[config.mk]
export PLATFORM = sky130hd
export DESIGN_NAME = tbid_decode
export DESIGN_NICKNAME = d
export VERILOG_FILES = /design/src/rtl/tbid_pkg.sv /design/src/rtl/tbid_decode.sv
export SDC_FILE = /design/constraint.sdc
export NUM_CORES = 1
export LEC_CHECK = 0
export ABC_CLOCK_PERIOD_IN_PS = 1880
export BUFFER_PORTS_ARGS = -buffer_cell sky130_fd_sc_hd__buf_4
export CAP_MARGIN = 20
export CORE_MARGIN = 2
export CORE_UTILIZATION = 40
export DETAILED_ROUTE_END_ITERATION = 10
export PLACE_DENSITY_LB_ADDON = 0.15
export SYNTH_ARGS = -nofsm -noshare
export SYNTH_HDL_FRONTEND = slang
export SYNTH_SLANG_ARGS = --single-unit
[constraint.sdc]
create_clock -name clk -period 1.88 [get_ports clk]
set_input_delay 0.376 -clock clk [delete_from_list [all_inputs] [get_ports clk]]
set_output_delay 0.376 -clock clk [all_outputs]
set_load 0.05 [all_outputs]
[src/rtl/tbid_pkg.sv]
// Package: constants for the twelve bit instruction decoder
package tbid_pkg;

  // ==========================================================
  // Instruction word fields
  localparam int TBID_IW       = 12;
  localparam int TBID_DW       = 8;
  localparam int TBID_FW       = 5;
  localparam int TBID_BW       = 3;
  localparam int TBID_D_BIT    = 5;
  localparam int TBID_F_LSB    = 0;
  localparam int TBID_B_LSB    = 5;
  localparam int TBID_K9W      = 9;
  localparam int TBID_OP_LSB_J = 9;

  // ==========================================================
  // Encodings
  localparam logic [5:0]  TBID_OP_SWAP  = 6'h0E;
  localparam logic [8:0]  TBID_OP_DIRECTION_LOAD_OP  = 9'h000;
  localparam logic [2:0]  TBID_DIRECTION_LOAD_OP_F   = 3'h6;
  localparam logic [3:0]  TBID_OP_XORL  = 4'hF;
  localparam logic [2:0]  TBID_OP_JUMP  = 3'h5;

  // ==========================================================
  // Timing and reset values
  localparam int          TBID_QPHASES  = 4;
  localparam logic [7:0]  TBID_W_RST    = 8'h00;
  localparam logic [7:0]  TBID_DIR_RST  = 8'hFF;

  typedef enum logic [1:0] {
    TBID_Q1, TBID_Q2, TBID_Q3, TBID_Q4
  } tbid_phase_e;

endpackage : tbid_pkg

[src/rtl/tbid_decode.sv]
// Module: twelve bit instruction decode and execute
// Function
// - Byte format: d at bit 5 picks W (0) or file (1); f is bits 4..0.
// - Bit format: bit number in bits 7..5, file index in bits 4..0.
// - Literal format: bits 7..0 are the 8-bit immediate.
// - Jump format: bits 8..0 are a 9-bit target, opcode in bits 11..9.
// - Nibble exchange writes swapped file value to W or file, no flags.
// - Direction load copies W into direction register when f is 6.
// - XOR literal replaces W with W xor k, changes only zero flag.
// - One instruction cycle is four clocks; jump takes two cycles.
`timescale 1ns/10ps
module tbid_decode
  import tbid_pkg::*;
(
  input  wire logic                 clk,
  input  wire logic                 nrst,
  input  wire logic [TBID_IW-1:0]   instr,
  input  wire logic [TBID_DW-1:0]   file_rdata,
  output logic      [TBID_FW-1:0]   file_addr,
  output logic      [TBID_BW-1:0]   bit_sel,
  output logic      [TBID_DW-1:0]   file_wdata,
  output logic                      file_we,
  output logic      [TBID_DW-1:0]   w_reg,
  output logic                      zero_flag,
  output logic      [TBID_DW-1:0]   pin_dir,
  output logic                      jump_op,
  output logic      [TBID_K9W-1:0]  jump_target,
  output logic                      fetch,
  output logic                      flush
);

  // ==========================================================
  // Field decode
  logic [TBID_DW-1:0] imm8;
  logic               dsel;
  logic               nibble_exchange_op;
  logic               direction_load_op;
  logic               xor_literal_op;
  logic               is_jump;
  logic [TBID_DW-1:0] swapped;
  logic [TBID_DW-1:0] xored;

  always_comb begin
    dsel               = instr[TBID_D_BIT];
    imm8               = instr[TBID_DW-1:0];
    nibble_exchange_op = (instr[11:6] == TBID_OP_SWAP);
    direction_load_op  = (instr[11:3] == TBID_OP_DIRECTION_LOAD_OP) &&
                         (instr[2:0] == TBID_DIRECTION_LOAD_OP_F);
    xor_literal_op     = (instr[11:8] == TBID_OP_XORL);
    is_jump            = (instr[11:TBID_OP_LSB_J] == TBID_OP_JUMP);
    swapped            = {file_rdata[3:0], file_rdata[7:4]};
    xored              = w_reg ^ imm8;
    file_addr          = instr[TBID_F_LSB +: TBID_FW];
    bit_sel            = instr[TBID_B_LSB +: TBID_BW];
    jump_target        = instr[TBID_K9W-1:0];
  end

  // ==========================================================
  // Instruction cycle sequencing
  tbid_phase_e phase;
  tbid_phase_e next_phase;
  logic        skip;
  logic        next_skip;

  always_comb begin
    next_phase = phase;
    next_skip  = skip;
    unique case (phase)
      TBID_Q1: next_phase = TBID_Q2;
      TBID_Q2: next_phase = TBID_Q3;
      TBID_Q3: next_phase = TBID_Q4;
      TBID_Q4: begin
        next_phase = TBID_Q1;
        next_skip  = !skip && is_jump;
      end
    endcase
  end

  always_ff @(posedge clk or negedge nrst) begin
    if (!nrst) begin
      phase <= TBID_Q1;
      skip  <= 1'b0;
    end else begin
      phase <= next_phase;
      skip  <= next_skip;
    end
  end

  logic exec;
  always_comb begin
    exec    = (phase == TBID_Q4) && !skip;
    fetch   = (phase == TBID_Q4);
    flush   = skip;
    jump_op = exec && is_jump;
  end

  // ==========================================================
  // Execute: accumulator, flag, direction and file writes
  logic [TBID_DW-1:0] next_w;
  logic               next_z;
  logic [TBID_DW-1:0] next_dir;
  logic [TBID_DW-1:0] next_fwd;
  logic               next_fwe;

  always_comb begin
    next_w   = w_reg;
    next_z   = zero_flag;
    next_dir = pin_dir;
    next_fwd = file_wdata;
    next_fwe = 1'b0;
    if (exec) begin
      if (nibble_exchange_op) begin
        if (dsel) begin
          next_fwd = swapped;
          next_fwe = 1'b1;
        end else begin
          next_w   = swapped;
        end
      end else if (direction_load_op) begin
        next_dir = w_reg;
      end else if (xor_literal_op) begin
        next_w = xored;
        next_z = (xored == '0);
      end
    end
  end

  always_ff @(posedge clk or negedge nrst) begin
    if (!nrst) begin
      w_reg      <= TBID_W_RST;
      zero_flag  <= 1'b0;
      pin_dir    <= TBID_DIR_RST;
      file_wdata <= '0;
      file_we    <= 1'b0;
    end else begin
      w_reg      <= next_w;
      zero_flag  <= next_z;
      pin_dir    <= next_dir;
      file_wdata <= next_fwd;
      file_we    <= next_fwe;
    end
  end

endmodule : tbid_decode

## Yosys cells after proc, flatten, opt, wreduce, memory -nomap -nowiden

Index checks and enable logic that the tools add are counted.

- Eq/ne operators: 9
- Multiplexer cells: 8
- Bitwise operators: 3
- Reduce and logical (&&, ||, !) cells: 13

Operators with widths:

| cell | number |
|---|---|
| two-way mux 8 bit | 4 |
| logical NOT 9 bit | 1 |
| logical NOT 8 bit | 1 |
| one-hot mux 2 bit (4 select lines) | 1 |
| AND reduction 4 bit | 2 |
| XOR 8 bit | 1 |
| equality test 3 bit (second input constant) | 2 |
| equality test 6 x 4 -> 1 bit (second input constant) | 1 |
| AND reduction 3 bit | 2 |
| equality test 2 bit (second input constant) | 2 |
| equality test 4 bit (second input constant) | 1 |
| logical AND 1 bit | 4 |
| != test 2 bit (second input constant) | 2 |
| two-way mux 1 bit | 3 |
| equality test 2 x 1 -> 1 bit (second input constant) | 1 |
| logical NOT 2 bit | 1 |
| inverter 1 bit | 2 |
| nonzero test 2 bit | 1 |
| logical NOT 1 bit | 1 |

- Logic and storage cells: 40
- Output and inout bits: 46
- Input bits: 22
- Register bits after elaboration: 29

## Logic depth before layout (Yosys ltp)

Gate-level depths: netlist (run 1).

- Depth in word-level cells: 4
- Depth in mapped cells: 6

## Least setup slack after synthesis (run 1)

OpenSTA, ideal clock, no wires.

- Path type: register to output
- Start point: register phase[1]
- End point: output port jump_op
- Cell stages (with the launch flop): 5
- Path slack: -0.063 ns
- Data arrival time: 1.567 ns
- Cell sequence: dfrtp_1 > ha_1 > nand2b_1 > nor2_1 > and3_1

- Word-level cells in the longest chain between the ends: 3

Ends and longest elaborated chain:

| item | line | text |
|---|---|---|
| start: declaration | tbid_decode.sv:60 | `tbid_phase_e phase;` |
| start signal: assignment | tbid_decode.sv:84 | `phase <= next_phase;` |
| equality test 2 bit | n/a |  |
| via fetch | tbid_decode.sv:28 | `output logic fetch,` |
| logical AND 1 bit | tbid_decode.sv:91 | `exec = (phase == TBID_Q4) && !skip;` |
| logical AND 1 bit | tbid_decode.sv:94 | `jump_op = exec && is_jump;` |
| end: declaration | tbid_decode.sv:26 | `output logic jump_op,` |

The timed path passes the listed nets, and every way through them passes these cells.

## Worst setup path after layout (run 1)

- Start point: register phase[1]
- End point: output port jump_op

- Word-level cells in the longest chain between the ends: 3

Ends and longest elaborated chain:

| item | line |
|---|---|
| equality test 2 bit | tbid_decode.sv:91 |
| logical AND 1 bit | tbid_decode.sv:91 |
| logical AND 1 bit | tbid_decode.sv:94 |

No other way between the ends.

==> metrics, run 1 <==
status=complete, no violations; Metal-1 WL=1800 um; Hold Path Class=in -> async; Tmin final=1.80 ns; pin count of the biggest net entering global routing=30; kind of critical path=reg -> out; Post-Syn Instances=148; Fin Clk Skew=0.00627 ns; num rows=23; global-route wire length before repair=6460 um; vias in the first global route=1324; CP endpoint kind=output port; commonest non-fill, non-tap cell in the layout=buf_4; Final Wtd Congestion=0.823; Syn Nets=173; asr flop ratio synth=100%; Routed Antenna Nets=0; sequential fraction of the synthesis area=44.1%; FF-to-FF End=pin_dir[6]$_DFFE_PN1P_; clk root buf=clkbuf_8; Yosys reg bits=29; worst reg-to-reg setup slack=0.12 ns; CORE AREA=4000 um2; RSZ-0062 raised after global routing=false; Data arrival, critical path=1.43 ns; ys flop type=dfrtp_1; CTS tree=built; Reg-to-Reg Start=phase[1]$_DFF_PN0_; part of the cycle the worst path needs=96.0%; Synth cell types=40; CTS Sinks=29; Max-cap violations=0; number of synthesized flops with an enable pin=0; area of the multi-input gates=778 um2; syn avg cell area=11.3 um2; Sequential Power Share=42.8%; total number of vias=1296; nets=227; Die Ht=68.6 um; final setup fails=0; Hold Fails Final Rpt=0; die area=4710 um2; initial core utilization=41.7%; wire length per cell=16.0 um; Top Metal Used=met4; commonest non-fill, non-tap cells in the layout=68 x buf_4, 21 x dfrtp_1, 16 x mux2_2; DR vias/cell=5.14; CTS Buf Count=5; Leakage=1.11 nW; Syn-to-layout area delta=31.3%; Logic pwr share=28.2%; Least-Margin Pin Slew=0.474 ns; crit-path max FO=4; wire length on met2=1950 um; CTS Buffer Depth=2; post-DP HPWL=3020 um; Reg2Reg Depth=5; Pint=1.08 mW; # IOs=68; GRT Residual Overflow=0; Worst Path Required=1.50 ns; initial antenna violation count=0; DRC Markers=0; Worst-path clk slew=0.06 ns; Clock Power Share=29.0%; antenna cell count=0; Post-DP Area=2080 um2; hold_buf cts=0; GRT Total Usage=19.0%; IO buf count=67; Ys Warns=0; layout cell share with drive strength beyond 1=54.5%; drt first pass iters=4; wire length on met3=234 um; Post-Route WL=4040 um; Die X=68.6 um; fmax=554 MHz; Rel. slew slack=68.4%; Layout fillers=356; sw power=579 uW; fin area=2190 um2; Final TNS setup=0 ns; DR iter-0 viols=49; register area=736 um2; mapped cell area=1670 um2; Slew Viols, Final=0; Clock Latency Late Sink=0.28 ns; Max IR drop VDD=0.459 mV; sw frac=35.0%; H-tree depth=2; critical path startpoint category=flip-flop; pwr dens=756 nW/um2
-- timing repair --
item                       4_1_cts  5_1_grt
gates cloned                     0        0
setup buffers                    0        1
setup endpoints to repair        1        1
resized for setup                2        2
-- cell type report --
class / instances / share of cell area (%)
Multi-Input combinational cell: 93 / 35.5
Sequential cell: 29 / 33.6
Timing Repair Buffer: 69 / 23.8
Clock buffer: 6 / 3.31
Tap cell: 50 / 2.86
Inverter: 4 / 0.685
Clock inverter: 1 / 0.228
-- critical path: stages, from the launching register on --
cell and delay, ns:
dfrtp_1 0.42, ha_4 0.18, nand2b_1 0.09, nor2_2 0.11
and3_4 0.20, buf_6 0.15
-- how the worst max path moves through the flow --
stage / end / startpoint / slack [ns]
floorplan: jump_op / phase[1]$_DFF_PN0_ / 0.10
global placement: pin_dir[5]$_DFFE_PN1P_ / instr[5] / 0.02
CTS: jump_op / phase[1]$_DFF_PN0_ / 0.003
finish: jump_op / phase[1]$_DFF_PN0_ / 0.08
detailed placement: pin_dir[2]$_DFFE_PN1P_ / instr[5] / 0.03
global route: jump_op / phase[1]$_DFF_PN0_ / 0.02
-- synth_stat cells (all sizes together) (2+ instances only) --
library cell   n  share of area, %
xnor2          8               4.2
and4           2               1.0
and3           2              0.82
mux2i          6               3.6
ha             3               2.2
nand3          2               1.3
nor2           2               1.4
dfstp          8                13
a2bb2oi        7               3.7
a31oi          2              0.75
dfrtp         21                31
nand2         14               3.3
inv            4              0.90
mux2          16                11
nand4          4               1.5
buf           21               9.4
a21oi          9               2.9
o21ai          2              0.60
-- logic make-up after synthesis --
group           count (synthesis)  synth area share, %
compound gates                 25                 10.3
xor+xnor                        8                 4.20
fa+ha+maj                       3                 2.25
buf+inv                        26                 10.5
flops                          29                 44.1
mux                            22                 14.4
simple gates                   35                 14.3
-- power groups by stage --
stage / logic (mW) / clock network [mW] / registers, mW
after floorplan: 0.197 / 0 / 0.835
after global placement: 0.463 / 0 / 0.717
after detailed placement: 0.469 / 0 / 0.719
after CTS: 0.470 / 0.491 / 0.709
after global routing: 0.494 / 0.521 / 0.717
final: 0.467 / 0.480 / 0.709
-- routing by layer --
layer / vias up / global-route usage, %
met5: - / 0
met4: 0 / 8.75
met3: 5 / 4.06
met2: 49 / 29.9
met1: 629 / 24.9
li1: 613 / -
-- metrics by stage --
stage          power (mW)  utilization, %  hold WS (ns)  instances  setup slack, ns
3_3_place_gp         1.18            52.1         0.316        244           0.0185
5_1_grt              1.73            54.8        0.0311        252           0.0233
2_1_floorplan        1.03               -        0.0804        148            0.102
3_5_place_dp         1.19            52.1         0.323        244           0.0345
4_1_cts              1.67            54.4        0.0203        251          0.00316
6_report             1.66            54.8        0.0180        252           0.0751
Note: power is estimated with default switching activity, not from simulation.
==> inputs of run 2 (changes only) <==
--- a/config.mk
+++ b/config.mk
@@ -5,7 +5,7 @@
 export SDC_FILE = /design/constraint.sdc
 export NUM_CORES = 1
 export LEC_CHECK = 0
-export ABC_CLOCK_PERIOD_IN_PS = 1880
+export ABC_CLOCK_PERIOD_IN_PS = 2140
 export BUFFER_PORTS_ARGS = -buffer_cell sky130_fd_sc_hd__buf_4
 export CAP_MARGIN = 20
 export CORE_MARGIN = 2
==> constraint.sdc (replaced) <==
create_clock -name clk -period 2.14 [get_ports clk]
set_input_delay 0.428 -clock clk [delete_from_list [all_inputs] [get_ports clk]]
set_output_delay 0.428 -clock clk [all_outputs]
set_load 0.05 [all_outputs]
==> run 2 against run 1 <==
- sequential share of layout area rose by 0.45 points
- combinational power fell by 12%
- largest power group unchanged
- critical endpoint unchanged
- clock power fell by 11%
- sequential cell count did not move
- sequential power fell by 12%
- non-clock buffer count fell by 1
- final cell count did not move
- register-to-register slack improved by 0.23 ns
- critical path depth did not move
- count of clock-buffer cells in the layout rose by 2
- die area did not move
==> metrics, run 2 (same netlist as run 1, synthesis figures left out) <==
status=complete, no violations; CORE AREA=4000 um2 (unchanged); Leakage=1.10 nW (-0.57%); Pint=956 uW (-11%); part of the cycle the worst path needs=90.9%; Clock Latency Late Sink=0.28 ns (about the same); CP delay by family, top=simple AND/OR/NAND/NOR gates; Worst Path Required=1.71 ns (+0.21 ns); Reg2Reg Depth=5 (unchanged); clk root buf=clkbuf_8; kind of critical path=reg -> out; final hold slack=0.0608 ns (+0.0428 ns); Total Power=1.46 mW (-12%); vias in the first global route=1313 (-0.83%); Cells after DPL=244 (unchanged); # IOs=68 (unchanged); Post-CTS Setup Bufs=0 (unchanged); antenna cell count=0 (unchanged); Crit-path slowest cell=dfrtp_1; Syn-to-layout area delta=29.5%; FF-to-FF End=pin_dir[7]$_DFFE_PN1P_; Clock Power Share=29.2% (+0.2 points); commonest non-fill, non-tap cell in the layout=buf_4; crit-path cells=ha_1, nand2b_1, nor2_1, and3_1, buf_4; Reg-to-Reg Start=phase[1]$_DFF_PN0_; total number of vias=1315 (+1.5%); final setup fails=0 (unchanged); Least-Margin Pin Slew=0.483 ns (+0.00884 ns); CP endpoint kind=output port; final instance count without filler cells=252 (unchanged); initial antenna violation count=0 (unchanged); die area=4710 um2 (unchanged); Die Ht=68.6 um (unchanged); critical path startpoint category=flip-flop; CTS Buffer Depth=2 (unchanged); Fin Clk Skew=0.00631 ns (+0.0000451 ns); CTS tree=built; post-DP HPWL=2970 um (-1.6%); hold_buf cts=0 (unchanged); layout cell share with drive strength beyond 1=52.0% (-2.5 points); Max-cap violations=0 (unchanged); GRT Residual Overflow=0 (unchanged); DRC Markers=0 (unchanged); pwr dens=676 nW/um2 (-10%); Die X=68.6 um (unchanged); RSZ-0062 raised after global routing=false; Data arrival, critical path=1.52 ns (+0.09 ns); Post-Route WL=4020 um (-0.57%); Worst-path clk slew=0.06 ns (about the same); sw power=507 uW (-12%); worst reg-to-reg setup slack=0.35 ns (+0.23 ns); drt first pass iters=4 (unchanged); Routed Antenna Nets=0 (unchanged); wire length per cell=15.9 um (-0.57%); Max IR drop VDD=0.399 mV (-13%); Final Wtd Congestion=0.826 (+0.34%); Tmin final=1.95 ns; nets=226 (-0.44%); Slew Viols, Final=0 (unchanged); Hold Path Class=in -> async; Sequential Power Share=42.7% (about the same); sw frac=34.7% (-0.31 points); global-route wire length before repair=6360 um (-1.5%); Rel. slew slack=67.8% (-0.59 points); DR iter-0 viols=73 (+49%); num rows=23 (unchanged); CTS Buf Count=5 (unchanged); crit-path max FO=4 (unchanged); post-cts sizing count=0 (-2); H-tree depth=2 (unchanged); CP Buf/Inv Count=1 (unchanged); IO buf count=67 (unchanged); CP max stage delay=0.37 ns (-0.05 ns); DR vias/cell=5.22 (+1.5%); Hold Fails Final Rpt=0 (unchanged); Logic pwr share=28.0% (-0.2 points); pin count of the biggest net entering global routing=30 (unchanged); Final TNS setup=0 ns (unchanged); fmax=514 MHz; initial core utilization=41.7% (unchanged); CTS Sinks=29 (unchanged); commonest non-fill, non-tap cells in the layout=68 x buf_4, 21 x dfrtp_1, 16 x mux2_2; GRT Total Usage=19.0% (+0.062 points)
[run 2: layer usage]
| layer | track usage (%) | vias to the layer above | part of all wire [%] |
|---|---|---|---|
| met3 | 4.38 | 8 | 8.1 |
| met5 | 0 | - | 0 |
| met2 | 28.6 | 56 | 47 |
| met1 | 25.3 | 640 | 43 |
| met4 | 10.5 | 0 | 1.7 |
| li1 | - | 611 | - |
[run 2: how the worst max path moves through the flow]
stage | startpoint | to | cells after the start
2_1_floorplan | phase[1]$_DFF_PN0_ | jump_op | 4
3_3_place_gp | instr[5] | pin_dir[4]$_DFFE_PN1P_ | 4
3_5_place_dp | instr[5] | pin_dir[7]$_DFFE_PN1P_ | 4
4_1_cts | phase[1]$_DFF_PN0_ | jump_op | 5
5_1_grt | phase[1]$_DFF_PN0_ | jump_op | 5
6_report | phase[1]$_DFF_PN0_ | jump_op | 5
[run 2: area by class of cell]
class,count,area [um2]
multi-input combinational,93,758
inverter,4,15.0
timing repair buffer,68,510
tap,50,62.6
clock buffer,8,80.1
fill,358,1840
sequential,29,736
[run 2: metrics by stage]
step	area [um2]	util (%)	worst slack (ns)
floorplan	1670	-	0.145
global placement	2080	52.0	0.252
detailed placement	2080	52.0	0.231
CTS	2160	54.1	0.170
global route	2160	54.1	0.0671
finish	2160	54.1	0.195
[run 2: power groups by stage]
stage / logic (mW) / registers [mW] / clock network (mW)
global placement: 0.407 / 0.630 / 0
finish: 0.410 / 0.625 / 0.427
CTS: 0.415 / 0.624 / 0.441
floorplan: 0.173 / 0.734 / 0
global route: 0.435 / 0.632 / 0.461
detailed placement: 0.413 / 0.633 / 0
